`src/logic/timer_two_pkg.sv`:
```
package timer_two_pkg;

	// Register byte offsets on the AXI4-Lite port.
	localparam int             ADDR_W            = 12;
	localparam logic [11:0]    CTRL_OFFSET       = 12'h418;
	localparam logic [11:0]    RELOAD_OFFSET     = 12'h41c;
	localparam logic [11:0]    CAPTURE_OFFSET    = 12'h420;
	localparam logic [11:0]    COUNT_OFFSET      = 12'h424;
	localparam logic [11:0]    AUX_OFFSET        = 12'h428;
	localparam logic [11:0]    IRQ_STATUS_OFFSET = 12'h42c;
	localparam logic [11:0]    IRQ_MASK_OFFSET   = 12'h430;

	// Field positions in the control register.
	localparam int             OVF_FLAG_BIT      = 7;
	localparam int             EXT_FLAG_BIT      = 6;
	localparam int             RX_SEL_BIT        = 5;
	localparam int             TX_SEL_BIT        = 4;
	localparam int             EXT_EN_BIT        = 3;
	localparam int             RUN_BIT           = 2;
	localparam int             SRC_SEL_BIT       = 1;
	localparam int             CAP_SEL_BIT       = 0;

	// Field positions in the auxiliary configuration register.
	localparam int             SECOND_RX_BIT     = 0;
	localparam int             SECOND_TX_BIT     = 1;
	localparam int             CLK_OUT_EN_BIT    = 2;

	// Event positions in the interrupt status and mask registers.
	localparam int             IRQ_W             = 2;
	localparam int             IRQ_OVF_BIT       = 0;
	localparam int             IRQ_EXT_BIT       = 1;

	// Values after reset, and the counter's top value.
	localparam logic [7:0]     CTRL_RESET        = 8'h00;
	localparam logic [2:0]     AUX_RESET         = 3'h0;
	localparam logic [15:0]    COUNT_RESET       = 16'h0000;
	localparam logic [15:0]    COUNT_MAX         = 16'hffff;
	localparam logic [IRQ_W-1:0] IRQ_RESET       = 2'h0;
	localparam logic           PIN_IDLE          = 1'b1;

	// AXI response codes.
	localparam logic [1:0]     RESP_OKAY         = 2'h0;
	localparam logic [1:0]     RESP_SLVERR       = 2'h2;

endpackage : timer_two_pkg

```
`src/logic/falling_edge_detect.sv`:
```
`timescale 1ns/1ps

module falling_edge_detect
	import timer_two_pkg::*;
(
	input  wire logic aclk,
	input  wire logic aresetn,
	input  wire logic level,
	output wire logic fall
);

	logic prev_q;

	// Idle-high reset value makes a pin that is low at release show as a falling edge in the first cycle.
	always_ff @(posedge aclk) begin
		if (!aresetn) begin
			prev_q <= PIN_IDLE;
		end else begin
			prev_q <= level;
		end
	end

	assign fall = prev_q & ~level;

endmodule : falling_edge_detect

```
`src/logic/timer_two_control_logic.sv`:
```
`timescale 1ns/1ps

// Summary of operation
// - Overflow sets sticky overflow flag; software clears.
// - No overflow flag in baud or clock-out.
// - Trigger-pin capture or reload sets event flag.
// - Event flag raises interrupt when enabled.
// - Capture select plus trigger enable: capture edges.
// - Reload select plus trigger enable: reload both.
// - Baud mode reloads on overflow only.
// - Capture copies counter bytes into capture bytes.
// - Reload loads counter from preset reload value.
// - Counter advances only while run is set.
// - Baud selects route overflow to serial ticks.
module timer_two_control_logic
	import timer_two_pkg::*;
#(
	parameter int AW = ADDR_W
) (
	input  wire logic          aclk,
	input  wire logic          aresetn,
	input  wire logic [AW-1:0] awaddr,
	input  wire logic [2:0]    awprot,
	input  wire logic          awvalid,
	output wire logic          awready,
	input  wire logic [31:0]   wdata,
	input  wire logic [3:0]    wstrb,
	input  wire logic          wvalid,
	output wire logic          wready,
	output wire logic [1:0]    bresp,
	output wire logic          bvalid,
	input  wire logic          bready,
	input  wire logic [AW-1:0] araddr,
	input  wire logic [2:0]    arprot,
	input  wire logic          arvalid,
	output wire logic          arready,
	output wire logic [31:0]   rdata,
	output wire logic [1:0]    rresp,
	output wire logic          rvalid,
	input  wire logic          rready,
	input  wire logic          ext_count_pin,
	input  wire logic          external_trigger_pin,
	output wire logic          timer_irq,
	output wire logic          tx_baud_tick,
	output wire logic          rx_baud_tick
);

	// Bus handshake state.
	logic                awready_q, wready_q, bvalid_q, arready_q, rvalid_q;
	logic                aw_hold_q, w_hold_q;
	logic [AW-1:0]       awaddr_q;
	logic [31:0]         wdata_q, rdata_q;
	logic [3:0]          wstrb_q;
	logic [1:0]          bresp_q, rresp_q;
	logic                aw_take, w_take, ar_take, wr_fire;
	// Timer state.
	logic [7:0]          ctrl_q;
	logic [2:0]          aux_q;
	logic [15:0]         count_q, reload_q, capture_q;
	logic [IRQ_W-1:0]    irq_status_q, irq_mask_q, irq_set;
	logic                timer_irq_q, tx_tick_q, rx_tick_q;
	// Decoded events.
	logic                count_fall, trig_fall, baud_mode, advance;
	logic                overflow_evt, trig_evt, capture_evt, reload_evt, ovf_set;
	logic                wr_ctrl, wr_reload, wr_count, wr_aux, wr_status, wr_mask;
	logic                wr_hit;

	falling_edge_detect u_count_edge (
		.aclk    (aclk),
		.aresetn (aresetn),
		.level   (ext_count_pin),
		.fall    (count_fall)
	);

	falling_edge_detect u_trig_edge (
		.aclk    (aclk),
		.aresetn (aresetn),
		.level   (external_trigger_pin),
		.fall    (trig_fall)
	);

	// Merge a write into a 16-bit register one byte lane at a time.
	function automatic logic [15:0] merge16(input logic [15:0] old, input logic [31:0] d,
		input logic [3:0] s);
		merge16 = {s[1] ? d[15:8] : old[15:8], s[0] ? d[7:0] : old[7:0]};
	endfunction : merge16

	// Read multiplexer; narrower registers read zero in the upper bits.
	function automatic logic [31:0] read_mux(input logic [AW-1:0] a);
		case (a)
			CTRL_OFFSET:       read_mux = {24'h000000, ctrl_q};
			RELOAD_OFFSET:     read_mux = {16'h0000, reload_q};
			CAPTURE_OFFSET:    read_mux = {16'h0000, capture_q};
			COUNT_OFFSET:      read_mux = {16'h0000, count_q};
			AUX_OFFSET:        read_mux = {29'h00000000, aux_q};
			IRQ_STATUS_OFFSET: read_mux = {30'h00000000, irq_status_q};
			IRQ_MASK_OFFSET:   read_mux = {30'h00000000, irq_mask_q};
			default:           read_mux = 32'h00000000;
		endcase
	endfunction : read_mux

	// A write goes ahead once both halves are held and the last answer has been taken.
	assign aw_take = awvalid & awready_q;
	assign w_take  = wvalid & wready_q;
	assign ar_take = arvalid & arready_q;
	assign wr_fire = aw_hold_q & w_hold_q & ~bvalid_q;

	// Write address and data are taken independently and held until the write fires.
	always_ff @(posedge aclk) begin
		if (!aresetn) begin
			aw_hold_q <= 1'b0;
			w_hold_q  <= 1'b0;
			awready_q <= 1'b0;
			wready_q  <= 1'b0;
			awaddr_q  <= '0;
			wdata_q   <= 32'h00000000;
			wstrb_q   <= 4'h0;
		end else begin
			aw_hold_q <= aw_take | (aw_hold_q & ~wr_fire);
			w_hold_q  <= w_take | (w_hold_q & ~wr_fire);
			awready_q <= ~(aw_take | (aw_hold_q & ~wr_fire));
			wready_q  <= ~(w_take | (w_hold_q & ~wr_fire));
			if (aw_take) begin
				awaddr_q <= awaddr;
			end
			if (w_take) begin
				wdata_q <= wdata;
				wstrb_q <= wstrb;
			end
		end
	end

	// Write response stands until the master takes it.
	always_ff @(posedge aclk) begin
		if (!aresetn) begin
			bvalid_q <= 1'b0;
			bresp_q  <= RESP_OKAY;
		end else begin
			bvalid_q <= wr_fire | (bvalid_q & ~bready);
			if (wr_fire) begin
				bresp_q <= wr_hit ? RESP_OKAY : RESP_SLVERR;
			end
		end
	end

	// Reads answer one cycle after the address is taken; no new address while data waits.
	always_ff @(posedge aclk) begin
		if (!aresetn) begin
			arready_q <= 1'b0;
			rvalid_q  <= 1'b0;
			rdata_q   <= 32'h00000000;
			rresp_q   <= RESP_OKAY;
		end else begin
			arready_q <= ~(ar_take | (rvalid_q & ~rready));
			rvalid_q  <= ar_take | (rvalid_q & ~rready);
			if (ar_take) begin
				rdata_q <= read_mux(araddr);
				rresp_q <= (read_mux(araddr) == 32'h00000000 &&
					!(araddr inside {CTRL_OFFSET, RELOAD_OFFSET, CAPTURE_OFFSET,
					COUNT_OFFSET, AUX_OFFSET, IRQ_STATUS_OFFSET, IRQ_MASK_OFFSET}))
					? RESP_SLVERR : RESP_OKAY;
			end
		end
	end

	// Write decode.
	assign wr_ctrl   = wr_fire & (awaddr_q == CTRL_OFFSET) & wstrb_q[0];
	assign wr_reload = wr_fire & (awaddr_q == RELOAD_OFFSET);
	assign wr_count  = wr_fire & (awaddr_q == COUNT_OFFSET);
	assign wr_aux    = wr_fire & (awaddr_q == AUX_OFFSET) & wstrb_q[0];
	assign wr_status = wr_fire & (awaddr_q == IRQ_STATUS_OFFSET) & wstrb_q[0];
	assign wr_mask   = wr_fire & (awaddr_q == IRQ_MASK_OFFSET) & wstrb_q[0];
	assign wr_hit    = awaddr_q inside {CTRL_OFFSET, RELOAD_OFFSET, CAPTURE_OFFSET,
		COUNT_OFFSET, AUX_OFFSET, IRQ_STATUS_OFFSET, IRQ_MASK_OFFSET};

	// Baud selection overrides the capture/reload choice entirely.
	assign baud_mode = ctrl_q[RX_SEL_BIT] | ctrl_q[TX_SEL_BIT];
	assign advance = ctrl_q[RUN_BIT] & (ctrl_q[SRC_SEL_BIT] ? count_fall : 1'b1);
	assign overflow_evt = advance & (count_q == COUNT_MAX);
	assign trig_evt = trig_fall & ctrl_q[EXT_EN_BIT] & ~baud_mode;
	assign capture_evt = trig_evt & ctrl_q[CAP_SEL_BIT];
	assign reload_evt = (overflow_evt & (baud_mode | ~ctrl_q[CAP_SEL_BIT])) |
		(trig_evt & ~ctrl_q[CAP_SEL_BIT]);
	// Flag suppressed by baud or clock-out
	assign ovf_set = overflow_evt & ~baud_mode & ~aux_q[SECOND_RX_BIT] &
		~aux_q[SECOND_TX_BIT] & ~aux_q[CLK_OUT_EN_BIT];

	// Counter; a software write takes priority over a same-cycle count or reload.
	always_ff @(posedge aclk) begin
		if (!aresetn) begin
			count_q <= COUNT_RESET;
		end else if (wr_count) begin
			count_q <= merge16(count_q, wdata_q, wstrb_q);
		end else if (reload_evt) begin
			count_q <= reload_q;
		end else if (advance) begin
			count_q <= count_q + 16'h0001;
		end
	end

	// Reload preset and capture snapshot.
	always_ff @(posedge aclk) begin
		if (!aresetn) begin
			reload_q  <= COUNT_RESET;
			capture_q <= COUNT_RESET;
		end else begin
			if (wr_reload) begin
				reload_q <= merge16(reload_q, wdata_q, wstrb_q);
			end
			if (capture_evt) begin
				capture_q <= count_q;
			end
		end
	end

	// Control register; hardware setting a flag wins over a same-cycle software clear.
	always_ff @(posedge aclk) begin
		if (!aresetn) begin
			ctrl_q <= CTRL_RESET;
			aux_q  <= AUX_RESET;
		end else begin
			if (wr_ctrl) begin
				ctrl_q <= wdata_q[7:0];
			end
			if (ovf_set) begin
				ctrl_q[OVF_FLAG_BIT] <= 1'b1;
			end
			if (trig_evt) begin
				ctrl_q[EXT_FLAG_BIT] <= 1'b1;
			end
			if (wr_aux) begin
				aux_q <= wdata_q[2:0];
			end
		end
	end

	assign irq_set[IRQ_OVF_BIT] = ovf_set;
	assign irq_set[IRQ_EXT_BIT] = trig_evt;

	// Sticky status bits, cleared by writing one; a new event in the same cycle survives.
	genvar gi;
	generate
		for (gi = 0; gi < IRQ_W; gi++) begin : g_status
			always_ff @(posedge aclk) begin
				if (!aresetn) begin
					irq_status_q[gi] <= 1'b0;
				end else if (irq_set[gi]) begin
					irq_status_q[gi] <= 1'b1;
				end else if (wr_status && wdata_q[gi]) begin
					irq_status_q[gi] <= 1'b0;
				end
			end
		end
	endgenerate

	// Mask register and the registered interrupt level.
	always_ff @(posedge aclk) begin
		if (!aresetn) begin
			irq_mask_q  <= IRQ_RESET;
			timer_irq_q <= 1'b0;
		end else begin
			if (wr_mask) begin
				irq_mask_q <= wdata_q[IRQ_W-1:0];
			end
			timer_irq_q <= |(irq_status_q & irq_mask_q);
		end
	end

	// Overflow pulses to the first serial port; one cycle per overflow.
	always_ff @(posedge aclk) begin
		if (!aresetn) begin
			tx_tick_q <= 1'b0;
			rx_tick_q <= 1'b0;
		end else begin
			tx_tick_q <= overflow_evt & ctrl_q[TX_SEL_BIT];
			rx_tick_q <= overflow_evt & ctrl_q[RX_SEL_BIT];
		end
	end

	assign awready      = awready_q;
	assign wready       = wready_q;
	assign bvalid       = bvalid_q;
	assign bresp        = bresp_q;
	assign arready      = arready_q;
	assign rvalid       = rvalid_q;
	assign rdata        = rdata_q;
	assign rresp        = rresp_q;
	assign timer_irq    = timer_irq_q;
	assign tx_baud_tick = tx_tick_q;
	assign rx_baud_tick = rx_tick_q;

endmodule : timer_two_control_logic

```
`config.mk`:
```
export PLATFORM = sky130hd
export DESIGN_NAME = timer_two_control_logic
export DESIGN_NICKNAME = d
export VERILOG_FILES = /design/src/logic/timer_two_pkg.sv /design/src/logic/falling_edge_detect.sv /design/src/logic/timer_two_control_logic.sv
export SDC_FILE = /design/constraint.sdc
export NUM_CORES = 1
export LEC_CHECK = 0
export BUFFER_PORTS_ARGS = -buffer_cell sky130_fd_sc_hd__buf_2
export CAP_MARGIN = 25
export CORE_MARGIN = 1
export CORE_UTILIZATION = 54
export CTS_CLUSTER_SIZE = 10
export DETAILED_ROUTE_END_ITERATION = 8
export PLACE_DENSITY = 0.82
export RECOVER_POWER = 50
export SLEW_MARGIN = 20
export SYNTH_ARGS = -nofsm -noshare
export SYNTH_HDL_FRONTEND = slang
export SYNTH_SLANG_ARGS = --single-unit
```
`constraint.sdc`:
```
create_clock -name aclk -period 4.05 [get_ports aclk]
set_input_delay 0.6075 -clock aclk [delete_from_list [all_inputs] [get_ports aclk]]
set_output_delay 0.6075 -clock aclk [all_outputs]
set_load 0.02 [all_outputs]
```
==> impl_summary.md <==
Floorplanning
The die area is about 11000 µm². In this run the core area contains 37 standard-cell rows. The core box area is 10500 µm². Once the floorplan was initialized, standard cells occupied a little under three fifths of the core. The I/O pin count is ~120.

In this run the vertical extent of the chip is ~110 µm. The die width is between 100 and 150 µm.

Drt
The number of iterations in the first detailed-routing pass is 5. The via total after detailed routing is ~5000. The number of nets with antenna violations after routing is 0.

The DRC violation total after the first TritonRoute iteration is approximately 370. The routed design has around 14 mm of wire. The residual DRC count is 0.

After detailed routing, the average wire length per cell comes to 15.6 µm. The average vias per placed instance is ~5.7.

Timing
The final max-slew violation count is around 120. The final setup skew is approximately 0.0087 ns. The worst-case headroom to the max-slew limit is -36.1%. The maximum clock frequency is roughly 350 MHz.

The slew at the pin with the worst max-slew slack is a little over 2 ns. After routing, the total negative slack on setup checks comes to 0 ns. The final critical-path required period is roughly 2.9 ns. The final count of negative-setup-slack endpoints is 0.

Setup repair after global routing left no endpoint under its margin. After layout, the worst setup slack is roughly 1.2 ns. The final clock period utilization by the worst path is ~71%. The count of final hold-check violations is 0.

Clock network
The level count of the clock H-tree is 4. The root buffer cell is sky130_fd_sc_hd__clkbuf_8. The total setup buffers inserted after CTS is 0. For this design, the sink count on the clock tree is between 100 and 150. The clock tree from TritonCTS is yes. Hold repair after CTS inserted 0 buffers. For the worst-skew pair, the clock arrives at the later sink with an insertion delay of around 0.53 ns. The clock tree buffer depth is 2. The post-cts sizing count is 0. The clock-pin slew reported for the worst setup and hold paths after clock tree synthesis is 0.05 ns.

The CTS buffer count is 17.

Global routing
The largest net degree at the start of global routing is 62. The first global-routing pass estimated between 20 and 25 mm of wire. The number of global-route vias before repair is between 4000 and 5000. The number of antenna violations at the first check in global routing is 0. Global routing used 25.8% of the available tracks across all layers.

Global routing finished with a remaining overflow of 0.

Synthesis
The number of register bits inferred by synthesis is 123. The commonest register cell after synthesis is sky130_fd_sc_hd__dfxtp_1. In the synthesized netlist the async set-or-reset flop fraction comes to 0%.

For this run, the number of Yosys warnings is 0. The synthesized design contains 0 enable-type register cells. A synthesized cell averages approximately 8.7 µm². After synthesis the cells add up to between 5000 and 6000 µm². The sequential area share after synthesis is a little over two fifths. After technology mapping, the gate count stands at between 600 and 700.

The number of distinct standard cells referenced by the synthesized netlist is 55.

Setup path
The critical path start-end classification is in -> reg. The endpoint arrival time on the critical path is ~3.3 ns. The worst setup path is launched from an input pin. STA puts the critical path data required time at 4.49 ns. In this run the worst path has a maximum fanout of 61. The sort of element at the end of the critical path is a register.

Finish
The area growth from synthesis to layout is 14.2%. Leaving out filler cells and counting taps, the final layout contains about 880. The share of final-layout standard cells stronger than drive strength 1 is a little over an eighth.

The antenna diode count is 0. The filler cells instantiated in the layout total just under 900. The final cell area excluding filler cells is 6730 µm². The layout net count is 809.

Place
The number of instances in the placed design is 850. The post-detailed-placement cell area is between 6000 and 7000 µm². Routability-driven placement finished with a final weighted congestion of around 0.94.

The estimated wirelength of the detail-placed design is between 9 and 10 mm. The setup slack after placement is 1.02 ns. The port buffer count is between 70 and 80.

Outcome
The flow ran to the end, but the final reports show violations. The checks that failed: capacitance limit, slew limit.

Power
For this design the static power due to leakage is 2.59 nW. For this design the ratio of total power to cell area is ~410 nW/µm². The highest ir drop seen on vdd is roughly 0.28 mV.

Min path
The path class of the tightest hold or removal check is in -> reg.

Job
Max-cap violations in this run came to 2.
[per-stage QoR]
step           util, %  total power [mW]  hold WS, ns
2_1_floorplan        -              1.41        0.443
3_3_place_gp      59.5              1.44        0.453
3_5_place_dp      59.5              1.45        0.467
4_1_cts           64.7              2.81        0.268
5_1_grt           64.4              2.88        0.278
6_report          64.4              2.79        0.281
[per-layer routing]
metal	track usage [%]	vias up	wire length, µm
met4	11.0	0	310
met2	40.8	208	6130
li1	-	2444	-
met5	0	-	0
met1	33.4	2333	6250
met3	6.62	24	1110
[worst paths after layout]
kind,from,end,slack [ns],cells past startpoint
worst max-delay path,aresetn,count_q[9]$_SDFFE_PN0P_,1.19,4
worst min-delay path,ext_count_pin,u_count_edge.prev_q$_SDFF_PN1_,0.28,2
worst max register to register,count_q[1]$_SDFFE_PN0P_,count_q[8]$_SDFFE_PN0P_,1.31,7
worst min register to register,awaddr_q[8]$_SDFFE_PN0P_,awaddr_q[8]$_SDFFE_PN0P_,0.48,2
[registers in the layout, indices dropped and copies added, names as in the netlist, 2 cells and up]
name / flops
irq_status_q: 2
aux_q: 3
rdata: 16
ctrl_q: 8
reload_q: 16
awaddr_q: 12
wdata_q: 16
count_q: 16
irq_mask_q: 2
capture_q: 16
wstrb_q: 2
[cell usage after synthesis, types with 13 or more instances]
cell                       instances  area share, %
sky130_fd_sc_hd__a21oi_1          23            2.0
sky130_fd_sc_hd__nor2_1           20            1.3
sky130_fd_sc_hd__o21ai_0          26            2.2
sky130_fd_sc_hd__buf_4            18            2.3
sky130_fd_sc_hd__mux2i_1          56            9.5
sky130_fd_sc_hd__o22ai_1          13            1.4
sky130_fd_sc_hd__nor2b_1          57            6.0
sky130_fd_sc_hd__nand2_1         102            6.5
sky130_fd_sc_hd__a21boi_0         37            4.7
sky130_fd_sc_hd__clkbuf_1         33            2.1
sky130_fd_sc_hd__inv_1            13           0.83
sky130_fd_sc_hd__dfxtp_1         123             42
[logic make-up (layout without fill, tap and decap cells)]
logic type                 Yosys count  in the layout  share of synthesized area, %
xor gates and xnor gates            15             15                          2.23
AOI/OAI and AO/OA                  153            153                          17.3
other                                1             18                        0.0636
adders and majority gates            1              1                         0.212
muxes                               60             60                          10.5
DFF                                123            123                          41.8
buffers and inverters               73            125                          6.11
and+or+nand+nor                    251            251                          21.8
[area by class of cell]
class	instances	area, µm²	share of cell area (%)
Multi-Input combinational cell	498	3140	46.6
Sequential cell	123	2460	36.6
Clock buffer	24	470	6.99
Timing Repair Buffer	80	377	5.59
Tap cell	136	170	2.53
Clock inverter	8	67.6	1.00
Inverter	13	48.8	0.725
[power by group]
part	switching (mW)	total [mW]	leakage, nW	internal (mW)
clock network	0.516	1.37	0.268	0.855
registers	0.0234	1.26	0.997	1.24
logic	0.0978	0.161	1.33	0.0627
[critical path, cell delays in order]
cell and delay (ns):
sky130_fd_sc_hd__clkbuf_1 0.51, sky130_fd_sc_hd__clkbuf_1 1.52, sky130_fd_sc_hd__o221ai_1 0.37, sky130_fd_sc_hd__a31oi_1 0.26
[placed cells by master (no fill, tap or decap), types with 2 or more instances in the layout]
cell type and count:
sky130_fd_sc_hd__a21boi_0 37, sky130_fd_sc_hd__a21o_1 2, sky130_fd_sc_hd__a21oi_1 23, sky130_fd_sc_hd__a221oi_1 8
sky130_fd_sc_hd__a22oi_1 8, sky130_fd_sc_hd__a31oi_1 10, sky130_fd_sc_hd__and2_1 5, sky130_fd_sc_hd__and3_1 6
sky130_fd_sc_hd__buf_2 58, sky130_fd_sc_hd__clkbuf_1 25, sky130_fd_sc_hd__clkbuf_16 16, sky130_fd_sc_hd__clkbuf_8 4
sky130_fd_sc_hd__clkinv_2 6, sky130_fd_sc_hd__conb_1 18, sky130_fd_sc_hd__dfxtp_1 123, sky130_fd_sc_hd__inv_1 13
sky130_fd_sc_hd__mux2_4 4, sky130_fd_sc_hd__mux2i_1 56, sky130_fd_sc_hd__nand2_1 102, sky130_fd_sc_hd__nand2b_1 7
sky130_fd_sc_hd__nand3_1 12, sky130_fd_sc_hd__nand3_2 2, sky130_fd_sc_hd__nand4_1 7, sky130_fd_sc_hd__nor2_1 20
sky130_fd_sc_hd__nor2b_1 57, sky130_fd_sc_hd__nor3_1 10, sky130_fd_sc_hd__nor3b_1 2, sky130_fd_sc_hd__nor4_1 6
sky130_fd_sc_hd__nor4b_1 2, sky130_fd_sc_hd__o211ai_1 12, sky130_fd_sc_hd__o21a_1 4, sky130_fd_sc_hd__o21ai_0 26
sky130_fd_sc_hd__o221ai_1 2, sky130_fd_sc_hd__o22a_1 2, sky130_fd_sc_hd__o22ai_1 13, sky130_fd_sc_hd__or3_1 2
sky130_fd_sc_hd__xnor2_1 9, sky130_fd_sc_hd__xor2_1 6
Power figures use the tool's default switching activity.
